**src/cell_balance_pkg.sv**
```systemverilog
// Purpose: shared constants and types for the cell balance drive control
// Assumes: 20 MHz system clock
// Notes: one enable bit per balance output
package cell_balance_pkg;
    localparam int NUM_CELLS = 14;
    localparam int SETUP_W = 16;
    localparam int INTERNAL_SEL_BIT = 8;
    localparam logic INTERNAL_SEL_RESET = 1'b0;
    localparam logic [NUM_CELLS-1:0] DRIVE_RESET = 14'h0000;
    localparam int CLK_HZ = 20000000;
    localparam int PAUSE_LEAD_MS = 10;
    localparam int PAUSE_LEAD_CYC = (CLK_HZ / 1000) * PAUSE_LEAD_MS;
    localparam int ADC_W = 14;
    localparam logic [ADC_W-1:0] ADC_FULL_SCALE = 14'h3fff;

    typedef enum logic [1:0] {
        MODE_MANUAL,
        MODE_TIMED,
        MODE_AUTO
    } balance_mode_e;

    typedef struct packed {
        logic suspend;
        logic resume;
        logic scan_request;
        logic scan_done;
    } balance_cmd_s;
endpackage

```
**src/cell_balance_drive_control.sv**
```systemverilog
// Purpose: gate the per-cell balance drive outputs by mode, host commands and scans
// Assumes: commands are one-cycle pulses synchronous to sys_clk_i
// Notes: scan_start_o pulses once the pre-scan lead time has elapsed when scan-pause applies, else one edge after the request
// Operation
// - bit 8 clear selects external FET drive
// - reset leaves external FET drive selected
// - bit 8 set routes through internal switches
// - gate current source on only when balancing
// - over-range conversion saturates at full scale
// - suspend forces off; resume restores prior state
// - scan-pause: drive off 10ms before continuous scans
// - drive restored automatically after scan ends
// - auto mode pauses likewise with scan-pause
// - manual mode: each output follows its bit
`timescale 1ns/100ps
`default_nettype none
module cell_balance_drive_control #(
    parameter int PAUSE_CYC = cell_balance_pkg::PAUSE_LEAD_CYC
) (
    input wire logic sys_clk_i,
    input wire logic rst_n_i,
    input wire logic setup_we_i,
    input wire logic [cell_balance_pkg::SETUP_W-1:0] setup_data_i,
    input wire logic [cell_balance_pkg::NUM_CELLS-1:0] manual_bits_i,
    input wire logic [cell_balance_pkg::NUM_CELLS-1:0] seq_bits_i,
    input wire cell_balance_pkg::balance_mode_e mode_i,
    input wire logic balance_run_i,
    input wire logic scan_pause_enable_i,
    input wire logic scan_continuous_i,
    input wire cell_balance_pkg::balance_cmd_s cmd_i,
    input wire logic [cell_balance_pkg::ADC_W:0] adc_raw_i,
    output logic internal_balance_select_o,
    output logic [cell_balance_pkg::NUM_CELLS-1:0] balance_drive_output_o,
    output logic [cell_balance_pkg::NUM_CELLS-1:0] ext_source_on_o,
    output logic [cell_balance_pkg::NUM_CELLS-1:0] int_switch_on_o,
    output logic [cell_balance_pkg::ADC_W-1:0] adc_result_o,
    output logic scan_start_o,
    output logic suspended_o
);
    import cell_balance_pkg::*;

    typedef enum logic [1:0] {S_IDLE, S_LEAD, S_SCAN} scan_st_e;

    ////////////////////////////////////////////////////////////////////////
    logic internal_sel;
    logic suspended;
    scan_st_e scan_st;
    logic [31:0] lead_cnt;

    ////////////////////////////////////////////////////////////////////////
    // manual mode takes the host bits, the sequencers share one pattern input
    function automatic logic [NUM_CELLS-1:0] select_pattern(
        input balance_mode_e mode,
        input logic [NUM_CELLS-1:0] manual,
        input logic [NUM_CELLS-1:0] seq
    );
        select_pattern = (mode == MODE_MANUAL) ? manual : seq;
    endfunction

    wire [NUM_CELLS-1:0] commanded = select_pattern(mode_i, manual_bits_i, seq_bits_i);
    wire active = balance_run_i && (commanded != '0);
    // auto mode uses the same pause path; any mode counts once continuous scan runs
    wire pause_applies = scan_pause_enable_i && scan_continuous_i && active;
    wire scan_paused = (scan_st != S_IDLE);
    // suspend only masks, so the commanded pattern is kept and returns on resume
    wire [NUM_CELLS-1:0] next_drive = (balance_run_i && !suspended && !scan_paused)
        ? commanded : '0;
    // full count: drive is only off two edges after the request
    wire lead_done = (lead_cnt >= 32'(PAUSE_CYC));
    wire adc_over = adc_raw_i[ADC_W];

    // per-cell steering; the two enables of a cell can never be on together
    wire [NUM_CELLS-1:0] ext_next;
    wire [NUM_CELLS-1:0] int_next;
    for (genvar c = 0; c < NUM_CELLS; c++) begin : g_cell
        assign ext_next[c] = !internal_sel && next_drive[c];
        assign int_next[c] = internal_sel && next_drive[c];
    end

    ////////////////////////////////////////////////////////////////////////
    always_ff @(posedge sys_clk_i or negedge rst_n_i) begin
        if (!rst_n_i) begin
            internal_sel <= INTERNAL_SEL_RESET;
        end else if (setup_we_i) begin
            internal_sel <= setup_data_i[INTERNAL_SEL_BIT];
        end
    end

    always_ff @(posedge sys_clk_i or negedge rst_n_i) begin
        if (!rst_n_i) begin
            suspended <= 1'b0;
        // suspend tested first, so it wins over a resume in the same cycle
        end else if (cmd_i.suspend) begin
            suspended <= 1'b1;
        end else if (cmd_i.resume) begin
            suspended <= 1'b0;
        end
    end

    always_ff @(posedge sys_clk_i or negedge rst_n_i) begin
        if (!rst_n_i) begin
            scan_st <= S_IDLE;
            lead_cnt <= '0;
            scan_start_o <= 1'b0;
        end else begin
            scan_start_o <= 1'b0;
            case (scan_st)
                S_IDLE: begin
                    if (cmd_i.scan_request && pause_applies) begin
                        scan_st <= S_LEAD;
                        lead_cnt <= '0;
                    end else if (cmd_i.scan_request) begin
                        scan_start_o <= 1'b1;
                    end
                end
                // requests arriving during lead or scan are dropped
                S_LEAD: begin
                    lead_cnt <= lead_cnt + 32'd1;
                    if (lead_done) begin
                        scan_st <= S_SCAN;
                        scan_start_o <= 1'b1;
                    end
                end
                S_SCAN: begin
                    if (cmd_i.scan_done) begin
                        scan_st <= S_IDLE;
                    end
                end
                default: scan_st <= S_IDLE;
            endcase
        end
    end

    always_ff @(posedge sys_clk_i or negedge rst_n_i) begin
        if (!rst_n_i) begin
            balance_drive_output_o <= DRIVE_RESET;
            ext_source_on_o <= DRIVE_RESET;
            int_switch_on_o <= DRIVE_RESET;
            internal_balance_select_o <= INTERNAL_SEL_RESET;
            adc_result_o <= '0;
            suspended_o <= 1'b0;
        end else begin
            // registered so the pins never glitch on mode or command edges
            balance_drive_output_o <= next_drive;
            ext_source_on_o <= ext_next;
            int_switch_on_o <= int_next;
            internal_balance_select_o <= internal_sel;
            adc_result_o <= adc_over ? ADC_FULL_SCALE : adc_raw_i[ADC_W-1:0];
            suspended_o <= suspended;
        end
    end
endmodule
`default_nettype wire

```
**config.mk**
```make
export PLATFORM = sky130hd
export DESIGN_NAME = cell_balance_drive_control
export DESIGN_NICKNAME = d
export VERILOG_FILES = /design/src/cell_balance_pkg.sv /design/src/cell_balance_drive_control.sv
export SDC_FILE = /design/constraint.sdc
export NUM_CORES = 1
export LEC_CHECK = 0
export BUFFER_PORTS_ARGS = -buffer_cell sky130_fd_sc_hd__buf_2
export CORE_MARGIN = 2
export CORE_UTILIZATION = 46
export CTS_BUF_LIST = sky130_fd_sc_hd__clkbuf_4
export DETAILED_ROUTE_END_ITERATION = 10
export PLACE_DENSITY = 0.81
export SLEW_MARGIN = 15
export SYNTH_ARGS = -nofsm -noshare
export SYNTH_HDL_FRONTEND = slang
export SYNTH_SLANG_ARGS = --single-unit
```
**constraint.sdc**
```tcl
create_clock -name sys_clk_i -period 4.85 [get_ports sys_clk_i]
set_clock_uncertainty 0.1 [all_clocks]
set_input_delay 0.7275 -clock sys_clk_i [delete_from_list [all_inputs] [get_ports sys_clk_i]]
set_output_delay 0.7275 -clock sys_clk_i [all_outputs]
set_load 0.005 [all_outputs]
```
# Yosys cells after proc, flatten, opt, wreduce, memory -nomap -nowiden
# Index checks and enable logic that the tools add are counted.
# W data, S select, Z words.
[op_classes]
mux = 15
add_sub_neg = 1
magnitude_cmp = 1
eq_ne = 5
reduce_logical = 45
[ops]
columns = ["op", "n"]
rows = [
  ["$pmux W32 S2", 1],
  ["$mux W14", 3],
  ["$logic_and A1 B1 Y1", 34],
  ["$add A32 B1 Y32 const B", 1],
  ["$ge A32 B18 Y1 const B", 1],
  ["$mux W32", 1],
  ["$reduce_bool A14 Y1", 1],
  ["$mux W2", 3],
  ["$ne A2 B2 Y1 const B", 3],
  ["$pmux W2 S3", 1],
  ["$reduce_bool A2 Y1", 3],
  ["$mux W1", 5],
  ["$logic_not A2 Y1", 2],
  ["$logic_not A1 Y1", 3],
  ["$reduce_and A3 Y1", 1],
  ["$eq A2 B1 Y1 const B", 1],
  ["$eq A2 B2 Y1 const B", 1],
  ["$pmux W1 S2", 1],
  ["$reduce_and A2 Y1", 1],
]
[totals]
inputBits = 71
elab_cells = 78
reg_bits = 95
out_inout_bits = 59

# Depth between registers and ports, before layout
# Gate-level depths: netlist of run 1.
[depth]
depth_word = 8
ltp_mapped = 7
ltp_nobuf = 6

# Worst setup path before layout of run 1
# OpenSTA, ideal clock, no wires.
[synth_path]
path_kind = "input -> register"
startpoint = "input seq_bits_i[2] in the netlist's numbering"
endpoint = "register lead_cnt[15]"
setup_slack_ns = 2.541
cell_stages = 7
setup_ns = 0.071
required_time_ns = 4.679
path_buffers = 2
arrival_ns = 2.138
path_cell_list = "or4_1 nor4_1 a211oi_2 and3_1 buf_2 buf_6 nor2_1"
[synth_between]
elab_chain_len = 7
[synth_lines]
columns = ["element", "line", "rtl"]
rows = [
  ["from (decl)", "cell_balance_drive_control.sv:25", "input wire logic [cell_balance_pkg::NUM_CELLS-1:0] seq_bits_i,"],
  ["$mux W14", "cell_balance_drive_control.sv:57", "select_pattern = (mode == MODE_MANUAL) ? manual : seq;"],
  ["$reduce_bool A14 Y1", "cell_balance_drive_control.sv:61", "wire active = balance_run_i && (commanded != '0);"],
  ["$logic_and A1 B1 Y1", "cell_balance_drive_control.sv:61", ""],
  ["$logic_and A1 B1 Y1", "cell_balance_drive_control.sv:63", "wire pause_applies = scan_pause_enable_i && scan_continuous_i && active;"],
  ["$logic_and A1 B1 Y1", "cell_balance_drive_control.sv:109", "if (cmd_i.scan_request && pause_applies) begin"],
  ["$ne A2 B2 Y1 (no source line)", "n/a", ""],
  ["$reduce_and A2 Y1 (no source line)", "n/a", ""],
  ["to (signal assigned)", "cell_balance_drive_control.sv:118", "lead_cnt <= lead_cnt + 32'd1;"],
  ["to (decl)", "cell_balance_drive_control.sv:48", "logic [31:0] lead_cnt;"],
]
# Every way passes these cells.
# A chain may end at the register's enable or synchronous reset.

# Final worst setup path of run 1
[layout_path]
startpoint = "register lead_cnt[6]"
endpoint = "register lead_cnt[31]"
[layout_between]
elab_chain_len = 2
[layout_lines]
columns = ["element", "line", "rtl"]
rows = [
  ["$add A32 B1 Y32", "cell_balance_drive_control.sv:118", ""],
  ["$pmux W32 S2", "cell_balance_drive_control.sv:107", "case (scan_st)"],
]
# Every way passes these cells.

==> impl_metrics.json, run 1 <==
{
  "outcome": "completed",
  "clock_tree.root_cell": "sky130_fd_sc_hd__clkbuf_4",
  "synthMuxAreaShare": 0.0470,
  "rows": 34,
  "synth-xor-area-share": 0.0251,
  "detail_route.drc_violations": 0,
  "achievable-frequency_ghz": 0.396,
  "max-clock-path-buffers": 2,
  "syn-num-nets": 455,
  "gp_congestion": 0.931,
  "synth_sequential_area_ratio": 0.569,
  "num-nets-final": 563,
  "route.final.wire_length_mm": 9.75,
  "post_synth_top_area_cell": "sky130_fd_sc_hd__dfrtp_1",
  "path_class_of_the_lowest_slack_min_delay_path": "in -> async",
  "synth.yosys.warnings": 0,
  "boundaryPins": 130,
  "timing_max_transition_violations_final": 0,
  "yosys-top-cells-area": "sky130_fd_sc_hd__dfrtp_1, sky130_fd_sc_hd__nor2_1, sky130_fd_sc_hd__mux2i_1, sky130_fd_sc_hd__and2_1, sky130_fd_sc_hd__nor3_1",
  "clock_tree.htree_level_count": 3,
  "finalWorstPathRequiredPeriod_ns": 2.53,
  "final_area_um2": 4940,
  "route.vias.total": 3351,
  "flow.area_growth_from_synthesis_pct": 18.2,
  "cts_post_setup_buffers_inserted": 0,
  "yosysMostFrequentCell": "sky130_fd_sc_hd__dfrtp_1",
  "timing.final.hold_violations": 0,
  "syn-cell-area_um2": 4180,
  "grt_setup_unrepaired": "no",
  "num-fill-cells": 771,
  "cts.clk_slew.worst_paths_ns": 0.16,
  "post_synth_inst_count": 382,
  "synth_edf_count": 0,
  "critical_path_peak_fanout": 12,
  "antenna_left": 0,
  "area_fraction_in_and_or_nand_and_nor_cells_after_synthesis": 0.234,
  "post_synth_fa_ha_maj_area_fraction": 0.00598,
  "synth_top_family_by_area": "simple AND/OR/NAND/NOR gates",
  "placedInstanceArea_um2": 4810,
  "postSynth.asyncResetShare": 1.00,
  "die_height_um": 99.3,
  "compound_gate_fraction_of_synth_area": 0.0877,
  "tightestPinTransition_ns": 1.06,
  "worst-setup-path-type": "reg -> reg",
  "clk-insertion-delay-late_ns": 0.46,
  "post_synth.cell_area_avg_um2": 10.9,
  "port-buffer-count": 114,
  "num_antenna_cells": 0,
  "synth.top_cell.area_share": 0.569,
  "die_area_um2": 9870,
  "total_power_mw": 1.58,
  "synth_cell_types": 52,
  "critPathRequiredTime_ns": 5.10,
  "via_count_of_the_first_global_routing_pass": 3441,
  "all_layer_gr_usage": 0.210,
  "synth-main-ff-cell": "sky130_fd_sc_hd__dfrtp_1",
  "dpl.cell_count": 587,
  "cts.repair.resized": 0,
  "p_leak_nw": 2.44,
  "cts.hold.buffers_added": 0,
  "final-instance-count-excl-fill": 603,
  "floorplan.core_area_um2": 8760,
  "grt_start_max_net_pins": 53,
  "cts_tree": "yes",
  "tns_ns": 0,
  "post-route-period-util": 0.521,
  "routedWlPerCell_um": 16.2,
  "synthTopCellsByCount": "sky130_fd_sc_hd__dfrtp_1, sky130_fd_sc_hd__nor2_1, sky130_fd_sc_hd__nor3_1",
  "worst_endpoint_data_arrival_time_ns": 2.78,
  "detailed_place_hpwl_mm": 7.18,
  "firstDrtPassIters": 5,
  "share_of_layout_cells_above_drive_strength_1": 0.325,
  "worstSetupStartpointType": "flop",
  "powerDensity_nw_per_um2": 319,
  "final-setup-viol-count": 0,
  "yosys_register_bits": 95,
  "start_util": 0.477,
  "x_dimension_of_the_die_um": 99.3,
  "clock_sinks": 95,
  "drv_cap": 0,
  "slew_headroom": 0.291,
  "wire_length_of_the_first_global_routing_pass_mm": 16.4,
  "route.detailed.vias_per_inst": 5.56,
  "cts_inserted_buffers": 9,
  "ir_worst_vdd_uv": 244,
  "antenna_violations_before_repair": 0,
  "detail_route.iter0.violations": 241,
  "grt_overflow_total": 0,
  "setup_crit_end_kind": "flop"
}
## through the flow
step | util | worst slack, ns | hold WS (ns)
after floorplan | - | 2.54 | 0.266
after global placement | 0.549 | 2.14 | 0.295
after detailed placement | 0.549 | 2.07 | 0.307
after CTS | 0.564 | 2.36 | 0.137
after global routing | 0.564 | 2.16 | 0.144
final | 0.564 | 2.32 | 0.127
## power by group
part	switching [mW]	internal (mW)	leakage, nW	total [mW]
registers	0.0782	0.855	1.24	0.933
clock network	0.297	0.118	0.0728	0.415
logic	0.131	0.0983	1.12	0.229
## cells in the final DEF, fill, tap and decap left out, types with 10 or more instances in the layout
master / synthesis / routed
sky130_fd_sc_hd__dfrtp_1: 95 / 95
sky130_fd_sc_hd__or2_2: 14 / 14
sky130_fd_sc_hd__o21ai_0: 12 / 12
sky130_fd_sc_hd__nand3_1: 14 / 14
sky130_fd_sc_hd__nand4_1: 12 / 12
sky130_fd_sc_hd__xor2_1: 11 / 11
sky130_fd_sc_hd__nor4_1: 10 / 10
sky130_fd_sc_hd__nand2_1: 20 / 20
sky130_fd_sc_hd__mux2i_1: 14 / 14
sky130_fd_sc_hd__and2_1: 17 / 17
sky130_fd_sc_hd__inv_1: 11 / 11
sky130_fd_sc_hd__nor2_1: 38 / 38
sky130_fd_sc_hd__buf_2: 4 / 113
sky130_fd_sc_hd__nor3_1: 21 / 21
## routing by layer
layer | up-vias | GRT usage | wire length, µm
met4 | 0 | 0.0558 | 123
met2 | 141 | 0.336 | 4650
met1 | 1624 | 0.273 | 4110
met5 | - | 0 | 0
li1 | 1573 | - | -
met3 | 13 | 0.0780 | 859
## final cells by class
class | count | area, µm² | area share
well taps | 108 | 135 | 0.0273
inverters | 11 | 41.3 | 0.00835
clock inverters | 7 | 61.3 | 0.0124
flip-flops and latches | 95 | 2380 | 0.481
repair buffers | 116 | 588 | 0.119
clock buffers | 9 | 67.6 | 0.0137
multi-input cells | 257 | 1670 | 0.338
## logic make-up (layout without fill, tap and decap cells)
group,after synthesis,count (layout)
AO/OA/AOI/OAI,49,49
XOR/XNOR,12,12
adder cells (fa/ha/maj),2,2
buffers and inverters,30,143
flip-flops,95,95
multiplexers,19,19
AND/OR/NAND/NOR,175,175
## registers in the layout, indices dropped and copies added (netlist names), 2 cells and up
signal / flops
lead_cnt: 32
adc_result_o: 14
balance_drive_output_o: 14
ext_source_on_o: 14
int_switch_on_o: 14
scan_st: 2
## final timing paths
| check | end | slack (ns) | startpoint | cells past startpoint |
|---|---|---|---|---|
| setup reg to reg | lead_cnt[31] | 2.32 | lead_cnt[6] | 5 |
| hold reg to reg | suspended_o | 0.37 | suspended | 0 |
| hold / removal | lead_cnt[5] | 0.13 | rst_n_i | 1 |
| min in group sys_clk_i | adc_result_o[5] | 0.34 | adc_raw_i[5] | 2 |
| max in group asynchronous | lead_cnt[21] | 3.46 | rst_n_i | 2 |
| setup / recovery | lead_cnt[31] | 2.32 | lead_cnt[6] | 5 |
## worst max-delay path, stage by stage (launching register included)
cell	delay [ns]
sky130_fd_sc_hd__dfrtp_1	0.49
sky130_fd_sc_hd__nand4_4	0.20
sky130_fd_sc_hd__nor4_4	0.66
sky130_fd_sc_hd__nand4_1	0.31
sky130_fd_sc_hd__o311a_1	0.41
sky130_fd_sc_hd__a221o_1	0.26
(Power assumes the default switching activity.)
==> inputs of run 2 (changes only) <==
Settings changed: PLACE_DENSITY 0.81 to 0.84.
Clock period 4.85 ns to 2.31 ns, I/O delays scaled along.
==> run 2 against run 1 <==
Against the previous run:
- non-clock buffer count is 28 higher
- flip-flop and latch count stayed put
- sequential power is 110% higher
- global-route usage is 1.9 points higher
- via count is 4.1% higher
- first-iteration DRC count is 3.7% higher
- die area stayed put
- design area is 5.6% higher
- critical path type unchanged
- critical endpoint is now lead_cnt[26]
==> impl_metrics.json, run 2 (same netlist as run 1, synthesis figures left out) <==
{
  "share_of_layout_cells_above_drive_strength_1": 0.331,
  "clk-insertion-delay-late_ns": 0.45,
  "setup_crit_end_kind": "flop",
  "detail_route.iter0.violations": 250,
  "grt_start_max_net_pins": 57,
  "wire_length_of_the_first_global_routing_pass_mm": 17.8,
  "num-nets-final": 591,
  "achievable-frequency_ghz": 0.471,
  "outcome": "completed",
  "flow.area_growth_from_synthesis_pct": 24.8,
  "cts.repair.resized": 0,
  "start_util": 0.477,
  "grt_setup_unrepaired": "no",
  "final-setup-viol-count": 0,
  "x_dimension_of_the_die_um": 99.3,
  "tightestPinTransition_ns": 0.601,
  "mostFrequentLayoutCells": "sky130_fd_sc_hd__buf_2, sky130_fd_sc_hd__dfrtp_1, sky130_fd_sc_hd__nor2_1, sky130_fd_sc_hd__nor3_1, sky130_fd_sc_hd__nand2_1",
  "route.vias.total": 3487,
  "worst_endpoint_data_arrival_time_ns": 2.42,
  "gp_congestion": 0.895,
  "powerDensity_nw_per_um2": 645,
  "worst-setup-path-type": "reg -> reg",
  "via_count_of_the_first_global_routing_pass": 3619,
  "timing.rr.end": "lead_cnt[26]",
  "ff_latch_area_um2": 2380,
  "max-clock-path-buffers": 2,
  "grt_overflow_total": 0,
  "antenna_violations_before_repair": 0,
  "detailed_place_hpwl_mm": 7.58,
  "boundaryPins": 130,
  "cts.hold.buffers_added": 16,
  "cpPeakStageDelay_ns": 0.61,
  "dpl.cell_count": 599,
  "cts_post_setup_buffers_inserted": 0,
  "critical-path-slowest-cell": "sky130_fd_sc_hd__nor4_4",
  "critPathRequiredTime_ns": 2.60,
  "commonest_non_fill_non_tap_cell_in_the_layout": "sky130_fd_sc_hd__buf_2",
  "cts_inserted_buffers": 9,
  "route.detailed.vias_per_inst": 5.52,
  "firstDrtPassIters": 5,
  "tns_ns": 0,
  "worstRegToRegCells": 5,
  "critical_path.startpoint": "lead_cnt[6]",
  "floorplan.core_area_um2": 8760,
  "post-route-period-util": 0.919,
  "r2r_start": "lead_cnt[6]",
  "worstSetupStartpointType": "flop",
  "cp_cell_sequence": "nand4_4 > nor4_4 > nand3_2 > or3_1 > a21oi_1",
  "port-buffer-count": 114,
  "route.final.wire_length_mm": 10.9,
  "number_of_flip_flops_under_the_largest_register_name": 32,
  "clock_tree.root_cell": "sky130_fd_sc_hd__clkbuf_4",
  "drv_cap": 0,
  "detail_route.drc_violations": 0,
  "all_layer_gr_usage": 0.229,
  "ir_worst_vdd_uv": 518,
  "antenna_left": 0,
  "final-instance-count-excl-fill": 632,
  "cts.clk_slew.worst_paths_ns": 0.16,
  "rows": 34,
  "p_leak_nw": 2.57,
  "worstSetupEndpoint": "lead_cnt[26]",
  "die_height_um": 99.3,
  "routedWlPerCell_um": 17.3,
  "timing.final.hold_violations": 0,
  "worst_hold_slack_ns": 0.0213,
  "slew_headroom": 0.596,
  "critical_path_peak_fanout": 7,
  "clock_sinks": 95,
  "clock_tree.htree_level_count": 3,
  "timing_max_transition_violations_final": 0,
  "regToRegSetupSlack_ns": 0.19,
  "largest_register": "lead_cnt",
  "path_class_of_the_lowest_slack_min_delay_path": "in -> reg",
  "die_area_um2": 9870,
  "cts_tree": "yes",
  "num-fill-cells": 666,
  "finalWorstPathRequiredPeriod_ns": 2.12,
  "multiInputGateArea_um2": 1670
}
-- run 2: metal layers --
| metal | track usage | up-vias | share of wire |
|---|---|---|---|
| li1 | - | 1622 | - |
| met1 | 0.289 | 1690 | 0.40 |
| met2 | 0.379 | 156 | 0.50 |
| met3 | 0.0710 | 19 | 0.089 |
| met4 | 0.0738 | 0 | 0.018 |
| met5 | 0 | - | 0 |
-- run 2: worst max-delay path: cells and delay by family (launching register included) --
| family | cells | cell delay, ns |
|---|---|---|
| AO/OA/AOI/OAI | 1 | 0.16 |
| AND/OR/NAND/NOR | 4 | 1.33 |
| flip-flops | 1 | 0.49 |
-- run 2: per-stage QoR --
stage / instance area, µm² / util / setup WS (ns) / total power, mW
floorplan: 4180 / - / 0.382 / 2.23
global route: 5220 / 0.595 / 0.00794 / 3.51
detailed placement: 4930 / 0.562 / 0.0961 / 2.49
finish: 5220 / 0.596 / 0.187 / 3.37
CTS: 5220 / 0.595 / 0.194 / 3.36
global placement: 4930 / 0.562 / 0.149 / 2.45
-- run 2: final cells by class --
| cell class | count | share of cell area |
|---|---|---|
| timing repair buffer | 144 | 0.165 |
| antenna | 1 | 0.000479 |
| clock buffer | 9 | 0.0129 |
| inverter | 11 | 0.00791 |
| tap | 108 | 0.0259 |
| sequential | 95 | 0.455 |
| clock inverter | 7 | 0.0117 |
| multi-input combinational | 257 | 0.320 |
-- run 2: how the worst min path moves through the flow --
stage,from,endpoint,slack [ns],depth (start not counted)
detailed placement,rst_n_i,adc_result_o[13],0.25,1
finish,setup_data_i[8],internal_sel,0.02,2
floorplan,rst_n_i,adc_result_o[0],-0.05,0
global placement,rst_n_i,adc_result_o[13],0.24,1
CTS,setup_data_i[8],internal_sel,0.004,2
global route,setup_data_i[8],internal_sel,0.002,2
-- run 2: report_power, final --
| part | switching [mW] | internal (mW) | total, mW |
|---|---|---|---|
| sequential | 0.137 | 1.80 | 1.93 |
| clock | 0.626 | 0.245 | 0.872 |
| combinational | 0.320 | 0.242 | 0.562 |
| total | 1.08 | 2.28 | 3.37 |
